<file path="config.mk">
export PLATFORM = sky130hd
export DESIGN_NAME = pwpt_top
export DESIGN_NICKNAME = d
export VERILOG_FILES = /design/src/pwpt_channel.v /design/src/pwpt_top.v
export VERILOG_INCLUDE_DIRS = /design/src
export SDC_FILE = /design/constraint.sdc
export NUM_CORES = 1
export LEC_CHECK = 0
export BUFFER_PORTS_ARGS = -buffer_cell sky130_fd_sc_hd__buf_2
export CAP_MARGIN = 10
export CELL_PAD_IN_SITES_DETAIL_PLACEMENT = 1
export CELL_PAD_IN_SITES_GLOBAL_PLACEMENT = 1
export CORE_MARGIN = 2
export CORE_UTILIZATION = 32
export DETAILED_ROUTE_END_ITERATION = 12
export GPL_TIMING_DRIVEN = 0
export HOLD_SLACK_MARGIN = 0.02
export PLACE_DENSITY_LB_ADDON = 0.1
export RECOVER_POWER = 25
export SYNTH_ARGS = -nofsm -noshare
export SYNTH_HDL_FRONTEND = slang
export SYNTH_SLANG_ARGS = --single-unit
</file>
<file path="constraint.sdc">
create_clock -name pclk -period 3.7 [get_ports pclk]
set_input_delay 0.555 -clock pclk [delete_from_list [all_inputs] [get_ports pclk]]
set_output_delay 0.555 -clock pclk [all_outputs]
set_load 0.01 [all_outputs]
</file>
<file path="src/pwpt_regs.vh">
`ifndef PWPT_REGS_VH
`define PWPT_REGS_VH
// ----------------------------------------
// Register word indices (byte address is index times four)
// ----------------------------------------
`define PWPT_IDX_PORT_DATA 8'h56
`define PWPT_IDX_PORT_DIR 8'h57
`define PWPT_IDX_TEST 8'h58
`define PWPT_IDX_CTRL 8'h59
`define PWPT_IDX_STATUS 8'h5A
`define PWPT_IDX_DUTY0 8'h50
`define PWPT_IDX_PERIOD0 8'h4C
`define PWPT_IDX_COUNT0 8'h48
`define PWPT_IDX_SCALE0 8'h5C
`define PWPT_IDX_SCALE1 8'h5D
`define PWPT_ADDR_WIDTH 10
// ----------------------------------------
// Field positions
// ----------------------------------------
`define PWPT_TEST_CR_BIT 7
`define PWPT_TEST_CP_BIT 6
`define PWPT_TEST_CAL_BIT 5
`define PWPT_CTRL_EN_LSB 0
`define PWPT_CTRL_POL_LSB 4
`define PWPT_CTRL_CENTRE_BIT 8
`define PWPT_CTRL_PULLUP_BIT 9
`define PWPT_CTRL_REDUCED_BIT 10
`define PWPT_CTRL_BGSTOP_BIT 11
// ----------------------------------------
// Reset values
// ----------------------------------------
`define PWPT_RST_TEST 8'h00
`define PWPT_RST_DIR 8'h00
`define PWPT_RST_DATA 8'h00
`define PWPT_RST_DUTY 8'hFF
`define PWPT_RST_PERIOD 8'hFF
`define PWPT_RST_COUNT 8'h00
`define PWPT_RST_SCALE 8'h00
`define PWPT_RST_CTRL 12'h000
`endif

</file>
<file path="src/pwpt_channel.v">
`timescale 1ns/1ps
`include "pwpt_regs.vh"
module pwpt_channel (
  input wire pclk,
  input wire presetn,
  input wire ce,
  input wire tick,
  input wire enable,
  input wire polarity,
  input wire centre,
  input wire period_disable,
  input wire cnt_wr,
  input wire cnt_reset_disable,
  input wire [7:0] duty_wr_data,
  input wire duty_wr,
  input wire [7:0] period_wr_data,
  input wire period_wr,
  output reg [7:0] duty_q,
  output reg [7:0] period_q,
  output reg [7:0] count_q,
  output reg wave_q
);
  reg [7:0] duty_buf_q;
  reg [7:0] period_buf_q;
  reg down_q;
  reg [7:0] count_d;
  reg down_d;
  reg wave_d;
  wire left_match;
  wire load;
  assign left_match = (count_q == period_q);
  assign load = cnt_wr || !enable || (!centre && left_match && !period_disable) || (centre && count_q == 8'h00);

  // ----------------------------------------
  // Counter stepping
  // ----------------------------------------
  always @* begin
    count_d = count_q;
    down_d = down_q;
    if (cnt_wr) begin
      // Write resets counter
      // Unless disabled in test
      if (!cnt_reset_disable) begin
        count_d = `PWPT_RST_COUNT;
        down_d = 1'b0;
      end
    end else if (enable && tick) begin
      if (!centre) begin
        // Period match may wrap
        if (left_match && !period_disable) count_d = 8'h00;
        else count_d = count_q + 8'h01;
      end else begin
        // Up/down in centre mode
        if (!down_q && count_q + 8'h01 >= period_q) begin
          down_d = 1'b1;
          count_d = period_q;
        end else if (down_q && count_q <= 8'h01) begin
          down_d = 1'b0;
          count_d = 8'h00;
        end else if (down_q) count_d = count_q - 8'h01;
        else count_d = count_q + 8'h01;
      end
    end
  end

  // ----------------------------------------
  // Output level with boundary cases
  // ----------------------------------------
  always @* begin
    // Left boundary levels
    // Centre boundary levels
    if (!centre && duty_q == 8'hFF && period_q != 8'h00) wave_d = !polarity;
    else if (centre && duty_q == 8'h00 && period_q != 8'h00) wave_d = !polarity;
    else if (duty_q >= period_q || period_q == 8'h00) wave_d = polarity;
    else if (!centre) wave_d = (count_q <= duty_q) ? polarity : !polarity;
    else wave_d = (count_q < duty_q) ? polarity : !polarity;
  end

  // Buffered duty and period, taken at rollover so periods stay whole
  always @(posedge pclk or negedge presetn) begin
    if (!presetn) begin
      duty_buf_q <= `PWPT_RST_DUTY;
      period_buf_q <= `PWPT_RST_PERIOD;
      duty_q <= `PWPT_RST_DUTY;
      period_q <= `PWPT_RST_PERIOD;
      count_q <= `PWPT_RST_COUNT;
      down_q <= 1'b0;
      wave_q <= 1'b0;
    end else if (ce) begin
      if (duty_wr) duty_buf_q <= duty_wr_data;
      if (period_wr) period_buf_q <= period_wr_data;
      if (load && (tick || cnt_wr || !enable)) begin
        duty_q <= duty_wr ? duty_wr_data : duty_buf_q;
        period_q <= period_wr ? period_wr_data : period_buf_q;
      end
      count_q <= count_d;
      down_q <= down_d;
      wave_q <= enable ? wave_d : polarity;
    end
  end
endmodule

</file>
<file path="src/pwpt_top.v">
`timescale 1ns/1ps
`include "pwpt_regs.vh"
// Summary of operation
// Background stop gates PWM clock
// Test register writable only special mode
// Counter-reset-disable blocks counter write reset
// Period-compare-disable blocks left-aligned wrap
// Scaler-load-disable blocks scaler load on a scale write
// Enabled channel owns port pins 3-0
// Port read: pin if input, latch if output
// Port write drives only free outputs
// Reset leaves all pins as inputs
// Direction bit: 0 input, 1 output
// Port-wide pull-up and reduced-drive bits
// Left-aligned boundary output levels
// Centre-aligned boundary output levels
// Counter write clears to zero normally
// Scale write loads its down-counter
// Enable forces output, keeps direction bit
// Alignment bit selects left or centre
// Test low five bits read zero
module pwpt_top (
  input wire pclk,
  input wire presetn,
  input wire clk_en,
  input wire psel,
  input wire penable,
  input wire pwrite,
  input wire [`PWPT_ADDR_WIDTH-1:0] paddr,
  input wire [31:0] pwdata,
  output wire [31:0] prdata,
  output wire pready,
  output wire pslverr,
  input wire normal_mode_select_n,
  input wire background_mode,
  input wire [7:0] port_pin_in,
  output reg [7:0] port_pin_out,
  output reg [7:0] port_pin_oe,
  output wire port_pullup_enable,
  output wire port_reduced_drive
);
  // ----------------------------------------
  // Declarations
  // ----------------------------------------
  reg [7:0] pin_meta_q;
  reg [7:0] pin_sync_q;
  reg [7:0] shared_port_data_q;
  reg [7:0] shared_port_direction_q;
  reg [7:0] special_test_register_q;
  reg [11:0] ctrl_q;
  reg [7:0] scale_q [0:1];
  reg [7:0] scale_cnt_q [0:1];
  reg [1:0] scale_tick_q;
  reg [31:0] prdata_q;
  reg [31:0] prdata_d;
  reg [7:0] port_out_d;
  reg [7:0] port_oe_d;
  reg mode_meta_q;
  reg mode_sync_q;
  reg bg_meta_q;
  reg bg_sync_q;
  wire wr_en;
  wire rd_en;
  wire [7:0] word_idx;
  wire addr_ok;
  wire run_en;
  wire [3:0] channel_enable;
  wire [3:0] channel_polarity;
  wire centre_align_select;
  wire background_clock_stop;
  wire counter_reset_disable;
  wire period_compare_disable;
  wire scaler_load_disable;
  wire [3:0] wave;
  wire [31:0] chan_cnt_rd;
  wire [31:0] chan_duty_rd;
  wire [31:0] chan_per_rd;

  // ----------------------------------------
  // APB decode
  // ----------------------------------------
  // Zero-wait slave; word index is the printed offset, byte address four times it
  assign word_idx = paddr[`PWPT_ADDR_WIDTH-1:2];
  assign addr_ok = (paddr[1:0] == 2'b00) && ((word_idx >= `PWPT_IDX_COUNT0 && word_idx <= `PWPT_IDX_STATUS)
                   || word_idx == `PWPT_IDX_SCALE0 || word_idx == `PWPT_IDX_SCALE1);
  assign wr_en = psel && penable && pwrite && addr_ok && clk_en;
  assign rd_en = psel && !penable && !pwrite;
  assign pready = 1'b1;
  assign pslverr = psel && penable && !addr_ok;
  assign prdata = prdata_q;

  // Field aliases from the control and test registers
  assign channel_enable = ctrl_q[`PWPT_CTRL_EN_LSB+3:`PWPT_CTRL_EN_LSB];
  assign channel_polarity = ctrl_q[`PWPT_CTRL_POL_LSB+3:`PWPT_CTRL_POL_LSB];
  // One alignment bit
  assign centre_align_select = ctrl_q[`PWPT_CTRL_CENTRE_BIT];
  // Port-wide pad controls
  assign port_pullup_enable = ctrl_q[`PWPT_CTRL_PULLUP_BIT];
  assign port_reduced_drive = ctrl_q[`PWPT_CTRL_REDUCED_BIT];
  assign background_clock_stop = ctrl_q[`PWPT_CTRL_BGSTOP_BIT];
  assign counter_reset_disable = special_test_register_q[`PWPT_TEST_CR_BIT];
  assign period_compare_disable = special_test_register_q[`PWPT_TEST_CP_BIT];
  assign scaler_load_disable = special_test_register_q[`PWPT_TEST_CAL_BIT];

  // Stop PWM clock in background
  assign run_en = clk_en && !(background_clock_stop && bg_sync_q);

  // ----------------------------------------
  // Input synchronisers
  // ----------------------------------------
  always @(posedge pclk or negedge presetn) begin
    if (!presetn) begin
      pin_meta_q <= 8'h00;
      pin_sync_q <= 8'h00;
      mode_meta_q <= 1'b1;
      mode_sync_q <= 1'b1;
      bg_meta_q <= 1'b0;
      bg_sync_q <= 1'b0;
    end else if (clk_en) begin
      pin_meta_q <= port_pin_in;
      pin_sync_q <= pin_meta_q;
      mode_meta_q <= normal_mode_select_n;
      mode_sync_q <= mode_meta_q;
      bg_meta_q <= background_mode;
      bg_sync_q <= bg_meta_q;
    end
  end

  // ----------------------------------------
  // Register writes
  // ----------------------------------------
  always @(posedge pclk or negedge presetn) begin
    if (!presetn) begin
      shared_port_data_q <= `PWPT_RST_DATA;
      // All pins inputs at reset
      shared_port_direction_q <= `PWPT_RST_DIR;
      special_test_register_q <= `PWPT_RST_TEST;
      ctrl_q <= `PWPT_RST_CTRL;
    end else if (clk_en) begin
      if (wr_en && word_idx == `PWPT_IDX_PORT_DATA)
        shared_port_data_q <= pwdata[7:0];
      if (wr_en && word_idx == `PWPT_IDX_PORT_DIR)
        shared_port_direction_q <= pwdata[7:0];
      if (wr_en && word_idx == `PWPT_IDX_CTRL)
        ctrl_q <= pwdata[11:0];
      // Held at reset in normal mode
      if (mode_sync_q)
        special_test_register_q <= `PWPT_RST_TEST;
      else if (wr_en && word_idx == `PWPT_IDX_TEST)
        // Low five bits stay zero
        special_test_register_q <= {pwdata[7:5], 5'b00000};
    end
  end

  // ----------------------------------------
  // Scalers
  // ----------------------------------------
  // Each down-counter reloads at zero and emits a tick to channel pairs
  genvar s;
  generate
    for (s = 0; s < 2; s = s + 1) begin : g_scale
      always @(posedge pclk or negedge presetn) begin
        if (!presetn) begin
          scale_q[s] <= `PWPT_RST_SCALE;
          scale_cnt_q[s] <= `PWPT_RST_SCALE;
          scale_tick_q[s] <= 1'b0;
        end else if (run_en) begin
          scale_tick_q[s] <= 1'b0;
          if (wr_en && word_idx == `PWPT_IDX_SCALE0 + s) begin
            scale_q[s] <= pwdata[7:0];
            // Load may be suppressed
            // Write loads down-counter
            if (!scaler_load_disable)
              scale_cnt_q[s] <= pwdata[7:0];
          end else if (scale_cnt_q[s] == 8'h00) begin
            scale_cnt_q[s] <= scale_q[s];
            scale_tick_q[s] <= 1'b1;
          end else begin
            scale_cnt_q[s] <= scale_cnt_q[s] - 8'h01;
          end
        end
      end
    end
  endgenerate

  // ----------------------------------------
  // Channels
  // ----------------------------------------
  genvar c;
  generate
    for (c = 0; c < 4; c = c + 1) begin : g_chan
      pwpt_channel u_chan (
        .pclk(pclk),
        .presetn(presetn),
        .ce(run_en),
        .tick(scale_tick_q[c/2]),
        .enable(channel_enable[c]),
        .polarity(channel_polarity[c]),
        .centre(centre_align_select),
        .period_disable(period_compare_disable),
        .cnt_wr(wr_en && word_idx == `PWPT_IDX_COUNT0 + c),
        .cnt_reset_disable(counter_reset_disable),
        .duty_wr_data(pwdata[7:0]),
        .duty_wr(wr_en && word_idx == `PWPT_IDX_DUTY0 + c),
        .period_wr_data(pwdata[7:0]),
        .period_wr(wr_en && word_idx == `PWPT_IDX_PERIOD0 + c),
        .duty_q(chan_duty_rd[8*c+7:8*c]),
        .period_q(chan_per_rd[8*c+7:8*c]),
        .count_q(chan_cnt_rd[8*c+7:8*c]),
        .wave_q(wave[c])
      );
    end
  endgenerate

  // ----------------------------------------
  // Pin drive
  // ----------------------------------------
  always @* begin
    // Direction bit sets enable
    // Latch drives free outputs only
    port_oe_d = shared_port_direction_q;
    port_out_d = shared_port_data_q;
    // Channel owns its pin
    // Enable forces output drive
    port_oe_d[3:0] = shared_port_direction_q[3:0] | channel_enable;
    port_out_d[3:0] = (shared_port_data_q[3:0] & ~channel_enable) | (wave & channel_enable);
  end

  // Registered pad drive keeps glitches off the board
  always @(posedge pclk or negedge presetn) begin
    if (!presetn) begin
      port_pin_out <= 8'h00;
      port_pin_oe <= 8'h00;
    end else if (clk_en) begin
      port_pin_out <= port_out_d;
      port_pin_oe <= port_oe_d;
    end
  end

  // ----------------------------------------
  // Read mux
  // ----------------------------------------
  always @* begin
    prdata_d = 32'h00000000;
    case (word_idx)
      // Pin for inputs, latch for outputs
      `PWPT_IDX_PORT_DATA: prdata_d[7:0] = (shared_port_data_q & shared_port_direction_q)
                                          | (pin_sync_q & ~shared_port_direction_q);
      `PWPT_IDX_PORT_DIR: prdata_d[7:0] = shared_port_direction_q;
      `PWPT_IDX_TEST: prdata_d[7:0] = special_test_register_q;
      `PWPT_IDX_CTRL: prdata_d[11:0] = ctrl_q;
      `PWPT_IDX_STATUS: prdata_d[5:0] = {bg_sync_q, !mode_sync_q, wave};
      `PWPT_IDX_SCALE0: prdata_d[7:0] = scale_q[0];
      `PWPT_IDX_SCALE1: prdata_d[7:0] = scale_q[1];
      default: begin
        if (word_idx >= `PWPT_IDX_COUNT0 && word_idx < `PWPT_IDX_PERIOD0)
          prdata_d[7:0] = chan_cnt_rd[8*(word_idx-`PWPT_IDX_COUNT0) +: 8];
        else if (word_idx >= `PWPT_IDX_PERIOD0 && word_idx < `PWPT_IDX_DUTY0)
          prdata_d[7:0] = chan_per_rd[8*(word_idx-`PWPT_IDX_PERIOD0) +: 8];
        else if (word_idx >= `PWPT_IDX_DUTY0 && word_idx < `PWPT_IDX_DUTY0 + 8'h04)
          prdata_d[7:0] = chan_duty_rd[8*(word_idx-`PWPT_IDX_DUTY0) +: 8];
      end
    endcase
  end

  // Read data captured in setup so it is stable through the access phase
  always @(posedge pclk or negedge presetn) begin
    if (!presetn) begin
      prdata_q <= 32'h00000000;
    end else if (clk_en && rd_en) begin
      prdata_q <= prdata_d;
    end
  end
endmodule

</file>
Word-level counts from Yosys, hierarchy flattened
Cells that the tools add are included.
{"block": "classes", "n_bitwise": 9, "n_lt_le_gt_ge": 27, "reduce_logical": 178, "n_addsub": 13, "n_shift": 3, "eq_ne": 33, "n_mux": 103}
{"operator": "$mux 8", "count": 47}
{"operator": "$eq 8x7->1 const B", "count": 19}
{"operator": "$logic_not 8->1", "count": 14}
{"operator": "$shiftx 32x33->8", "count": 3}
{"operator": "$logic_and 1x1->1", "count": 81}
{"operator": "$ge 8x8->1", "count": 8}
{"operator": "$mux 1", "count": 53}
{"operator": "$sub 8x1->8 const B", "count": 6}
{"operator": "$pmux 6 s7", "count": 1}
{"operator": "$add 8x1->8 const B", "count": 4}
{"operator": "$eq 8x8->1", "count": 4}
{"operator": "$eq 8x8->1 const B", "count": 4}
{"operator": "$le 8x1->1 const B", "count": 4}
{"operator": "$le 8x8->1", "count": 4}
{"operator": "$lt 8x8->1", "count": 4}
{"operator": "$reduce_bool 8->1", "count": 4}
{"operator": "$sub 8x7->9 const B", "count": 3}
{"operator": "$logic_or 1x1->1", "count": 26}
{"operator": "$ge 8x7->1 const B", "count": 3}
{"operator": "$lt 8x7->1 const B", "count": 3}
{"operator": "$reduce_and 2->1", "count": 12}
{"operator": "$reduce_and 5->1", "count": 4}
{"operator": "$logic_not 1->1", "count": 19}
{"operator": "$reduce_bool 2->1", "count": 9}
{"operator": "other kinds (13)", "count": 27}
{"block": "totals", "wordCells": 413, "input_bits": 58, "out_inout_bits": 52, "ff_bits": 286}

Depth between registers and ports, before layout
{"block": "logic_depth", "ltp_word": 13, "depth_mapped": 13, "depth_no_buf": 11}

Cells and area by module
Synthesis repeated with hierarchy kept, for this count alone.
{"block": "hier_totals", "hier_cells": 2215, "hier_area_um2": 21445.6}
{"module": "pwpt_channel (g_chan[0].u_chan ...)", "cells_each": 425, "seq_area_each_um2": 1091.0, "area_each_um2": 3834.9, "n_inst": 3}
{"module": "pwpt_top", "cells_each": 613, "seq_area_each_um2": 2830.2, "area_each_um2": 6680.2, "n_inst": 1}
{"module": "pwpt_channel (g_chan[1].u_chan)", "cells_each": 327, "seq_area_each_um2": 1091.0, "area_each_um2": 3260.6, "n_inst": 1}

Least setup slack after synthesis
No wires, ideal clock.
{"block": "synth_path", "kind": "reg-to-reg", "startpoint": "register g_chan[0].u_chan.count_q[2]", "endpoint": "register g_chan[0].u_chan.count_q[6]", "setup_ns": 0.126, "path_buffers": 2, "synth_period_minus_slack_ns": 3.054, "arrival_ns": 2.928, "required_time_ns": 3.574, "path_stages_with_launch": 14, "setup_slack_ns": 0.646, "path_cell_list": "dfrtp_1 -> clkbuf_1 -> nand3_1 -> nor2_1 -> and3_1 -> xor2_1 -> ha_1 -> a21oi_1 -> nand2_1 -> and2_1 -> a31o_2 -> buf_1 -> a32o_1 -> a221o_1"}
{"block": "synth_via", "elab_chain_len": 7, "word_cells_on_any_way": 15, "classes_between": "2 x add/sub; 2 x order compare; 1 x eq/ne; 7 x mux; 3 x reduce/logical"}
{"element": "start, declared", "line_no": "pwpt_channel.v:20", "source": "output reg [7:0] count_q,"}
{"element": "start signal, assigned", "line_no": "pwpt_channel.v:86", "source": "count_q <= `PWPT_RST_COUNT;"}
{"element": "start signal, assigned", "line_no": "pwpt_channel.v:96", "source": "count_q <= count_d;"}
{"element": "$add 8x1->8, or another cell as far along", "line_no": "pwpt_channel.v:51, pwpt_channel.v:54, pwpt_channel.v:61"}
{"element": "$ge 8x8->1, or another cell as far along", "line_no": "pwpt_channel.v:54", "source": "if (!down_q && count_q + 8'h01 >= period_q) begin"}
{"element": "$logic_and 1x1->1 / $mux 8 (equally long branches)", "line_no": "pwpt_channel.v:54, pwpt_channel.v:57"}
{"element": "$mux 8", "line_no": "pwpt_channel.v:54"}
{"element": "$mux 8 (*)", "line_no": "pwpt_channel.v:48", "source": "if (!centre) begin"}
{"element": "$mux 8 (*)", "line_no": "pwpt_channel.v:47", "source": "end else if (enable && tick) begin"}
{"element": "$mux 8 (*)", "line_no": "pwpt_channel.v:40", "source": "if (cnt_wr) begin"}
Every way passes the cells marked *; elsewhere a longest branch is shown, timed or not. The select of a mux whose other input is x is not followed.
A chain may end at the register's enable or synchronous reset.

Worst setup path after layout
{"block": "layout_path", "startpoint": "register ctrl_q[8]", "endpoint": "register g_chan[3].u_chan.count_q[5]"}
{"block": "layout_via", "elab_chain_len": 3}
{"element": "start, declared", "line_no": "pwpt_top.v:50", "source": "reg [11:0] ctrl_q;"}
{"element": "start signal, assigned", "line_no": "pwpt_top.v:138", "source": "ctrl_q <= `PWPT_RST_CTRL;"}
{"element": "start signal, assigned", "line_no": "pwpt_top.v:145", "source": "ctrl_q <= pwdata[11:0];"}
{"element": "$mux 8", "line_no": "pwpt_channel.v:48"}
{"element": "$mux 8", "line_no": "pwpt_channel.v:47"}
{"element": "$mux 8", "line_no": "pwpt_channel.v:40"}
{"element": "end signal, assigned", "line_no": "pwpt_channel.v:86"}
{"element": "end signal, assigned", "line_no": "pwpt_channel.v:96"}
{"element": "end, declared", "line_no": "pwpt_channel.v:20"}
No other way between the ends. The select of a mux whose other input is x is not followed.

==> results by group <==
Outcome
  – Status: finished with violations
  – Violated checks: max-capacitance violations, max-slew violations

CTS
  – CTS Buffer Depth: 3
  – Cts bufs inserted: 37
  – Clock Sinks: 281
  – CTS tree: built
  – Clock root buffer: clkbuf_16
  – Worst-path clk slew: 60 ps
  – Hold buffers post-CTS: 0
  – Clk Latency, worst-skew pair: 550 ps
  – CTS H-tree depth: 2

Global route
  – Met3 Use GR: 2.430%
  – GRT Residual Overflow: 0
  – Met1 GRT Util: 34.91%
  – GRT busiest layer: met2
  – First-pass GRT wire length: 116,300 um
  – Initial antenna violation count: 5
  – Met2 Resource Use GR: 41.01%
  – Vias in the first global route: 17,039
  – Tot GR Track Use: 24.90%
  – Largest net degree at the start of global routing: 117

Worst setup path
  – FF-to-FF path depth: 6
  – Startpoint types: flip-flop
  – CP arrival: 4000 ps
  – Worst path max stage delay: 750 ps
  – CP Capture Type: flip-flop
  – WP data required: 4130 ps
  – Slowest CP cell: clkbuf_1
  – Crit-path cells: inv_1, clkbuf_1, clkbuf_1, clkbuf_1, o31ai_1, a22o_1
  – CP Max Fanout: 10
  – Cell mode on critical path: clkbuf_1
  – Setup CP Type: reg2reg

Place
  – Placement Setup Slack: -417.9 ps
  – Detailed placer's ending HPWL: 60,250 um
  – RePlAce Congestion: 0.9052
  – IO Port Bufs: 66
  – Dpl cells: 2,800

Drt
  – Vias: 16,564
  – Number of DRC markers in iteration 0: 1,214
  – WL final: 78,370 um
  – Per-cell routed wire length: 27.33 um
  – Routed vias/inst: 5.777
  – Pre-antenna DRT Iters: 7
  – Antenna-violating nets left: 0
  – Residual DRC: 0

Timing
  – Final Max Tran Viols: 101
  – Final period util: 96.41%
  – Setup WS post-layout: 132.8 ps
  – Hold Fails Final Rpt: 0
  – Worst slew pin tran: 2932 ps
  – Min Tclk post-route: 3567 ps
  – Relative slew slack: -95.48%
  – Fmax: 280.3 MHz
  – RSZ-0062 raised after global routing: no
  – Layout Skew: 14.53 ps
  – Final setup viols: 0
  – Hold slack: 240.7 ps

Synthesis
  – Async SR Flop Fraction: 100.0%
  – Dominant cells by area after synthesis: dfrtp_1, dfstp_2, mux2_2, ha_1, mux2i_1
  – Synth Warn #: 0
  – Top-area cell type share of the netlist area: 19.54%
  – Post-synthesis sequential area ratio: 37.21%
  – Post-Synthesis Cell Area: 19,330 um2
  – Number of synthesized register bits: 281
  – Yosys top cell by area: dfrtp_1
  – Number of distinct library cells after synthesis: 95
  – Synth Flop Type: dfrtp_1
  – Cells after Synth: 1,931
  – Number of synthesized flops with an enable pin: 0
  – Syn Area/Cell: 10.01 um2

Power and ir drop
  – Sequential fraction of design power: 42.6%
  – Pwr dens: 362.8 nW/um2
  – Combinational power share: 10.9%
  – Max rail drop VDD: 0.2670 mV
  – Leakage power total: 9.354 nW
  – Total power: 0.008010 W
  – Sw Pwr: 0.002203 W
  – Clock Power Share: 46.5%
  – Power Internal: 0.005806 W
  – Sw frac: 27.51%

Flow run
  – Maximum capacitance violations: 1

Layout
  – Most frequent cells in the layout: dfrtp_1, mux2_2, dfstp_2, ha_1
  – Non-filler cells, final: 2,867
  – Most common cell after layout, fill and taps aside: dfrtp_1
  – Area Growth Syn to Fin: 14.18%
  – Number of nets in the layout: 2,236
  – Filler instances: 6,786
  – Layout cells sized above 1: 25.23%
  – Final core occ: 36.78%
  – Antenna cells: 0

Hold path
  – HP Class: in2reg
  – Hold depth: 3

Floorplanning
  – DIE AREA: 62,400 um2
  – Initial Util: 32.21%
  – IO Pins: 110
  – Core Footprint: 60,020 um2
  – Die Ht: 249.8 um
  – Width of the chip: 249.8 um
  – Cell row count: 90
==> routing by layer <==
layer	routed length [um]	up-vias	part of all wire, %
li1	-	7406	-
met1	36190	8660	46
met2	37090	400	47
met3	3172	96	4.0
met4	1858	2	2.4
met5	52	-	0.066
==> logic make-up (layout without fill, tap and decap cells) <==
logic type,Yosys count,after routing,synth area share [%]
xor+xnor,72,72,3.262
flops,281,281,37.21
simple gates,524,524,14.65
other cells,2,21,0.03884
compound gates,409,409,14.70
buf+inv,239,374,5.184
mux,283,283,17.12
fa+ha+maj,121,121,7.831
==> final timing paths <==
kind                                start                          end  slack (ps)
worst max-delay path            ctrl_q[8]  g_chan[3].u_chan.count_q[5]         130
worst min-delay path            pwdata[8]                    ctrl_q[8]         240
worst max register to register  ctrl_q[8]  g_chan[3].u_chan.count_q[5]         130
worst min register to register  prdata[6]                    prdata[6]         480
max in group asynchronous         presetn  g_chan[0].u_chan.count_q[0]         810
min in group asynchronous         presetn               scale_cnt_q[3]         910
==> registers in the layout, summed over array words and instances (netlist names), 12 cells and up <==
name	count
g_chan.u_chan.count_q	32
g_chan.u_chan.duty_buf_q	32
g_chan.u_chan.duty_q	32
g_chan.u_chan.period_buf_q	32
g_chan.u_chan.period_q	32
scale_cnt_q	16
scale_q	16
ctrl_q	12
prdata	12
==> power groups by stage <==
| stage | Combinational (W) | Clock (W) | Sequential (W) |
|---|---|---|---|
| 2_1_floorplan | 0.000540 | 0 | 0.00338 |
| 3_3_place_gp | 0.000846 | 0 | 0.00346 |
| 3_5_place_dp | 0.000872 | 0 | 0.00346 |
| 4_1_cts | 0.000877 | 0.00381 | 0.00341 |
| 5_1_grt | 0.000963 | 0.00391 | 0.00343 |
| 6_report | 0.000872 | 0.00372 | 0.00342 |
==> through the flow <==
stage / TNS, ps / instance area (um2)
4_1_cts: 0 / 22040
3_3_place_gp: -752430 / 20710
5_1_grt: 0 / 22070
6_report: 0 / 22070
3_5_place_dp: -7745 / 20780
2_1_floorplan: 0 / 19400
==> timing repair <==
action | CTS | global route
setup buffers | 0 | 0
setup endpoints to repair | 11 | 16
pin swaps | 0 | 1
resized for setup | 13 | 27
hold endpoints to repair | 0 | 0
==> critical path, delay by kind of cell, from the launching register on <==
family,cells,cell delay (ps)
compound gates,2,430
buf+inv,4,2460
flops,1,540
==> area by class of cell <==
class                      instances  area, um2  share of cell area (%)
inverter                         100      375.4                   1.700
tap                              782      978.4                   4.432
buffer                           138      659.4                   2.987
clock buffer                      57       1125                   5.096
clock inverter                    10      115.1                  0.5215
timing repair buffer              69      392.9                   1.780
sequential                       281       7198                   32.61
multi-input combinational       1430      11230                   50.88
==> cells in the mapped netlist (16+ instances only) <==
cell        n
dfrtp_1   151
mux2_2    141
dfstp_2   130
ha_1      121
nor2_1    118
mux2i_1   117
nand2_1   105
inv_1     100
clkbuf_1   90
a21oi_1    89
o21ai_0    79
nand3_1    53
nor3_1     46
xnor2_1    43
nand4_1    35
xor2_1     29
mux4_2     24
a31oi_1    22
buf_4      22
nor4_1     21
and3_1     19
nor2b_1    19
o31ai_1    18
a21o_1     17
nand2b_1   17
a22o_1     16
(Power assumes the default switching activity.)
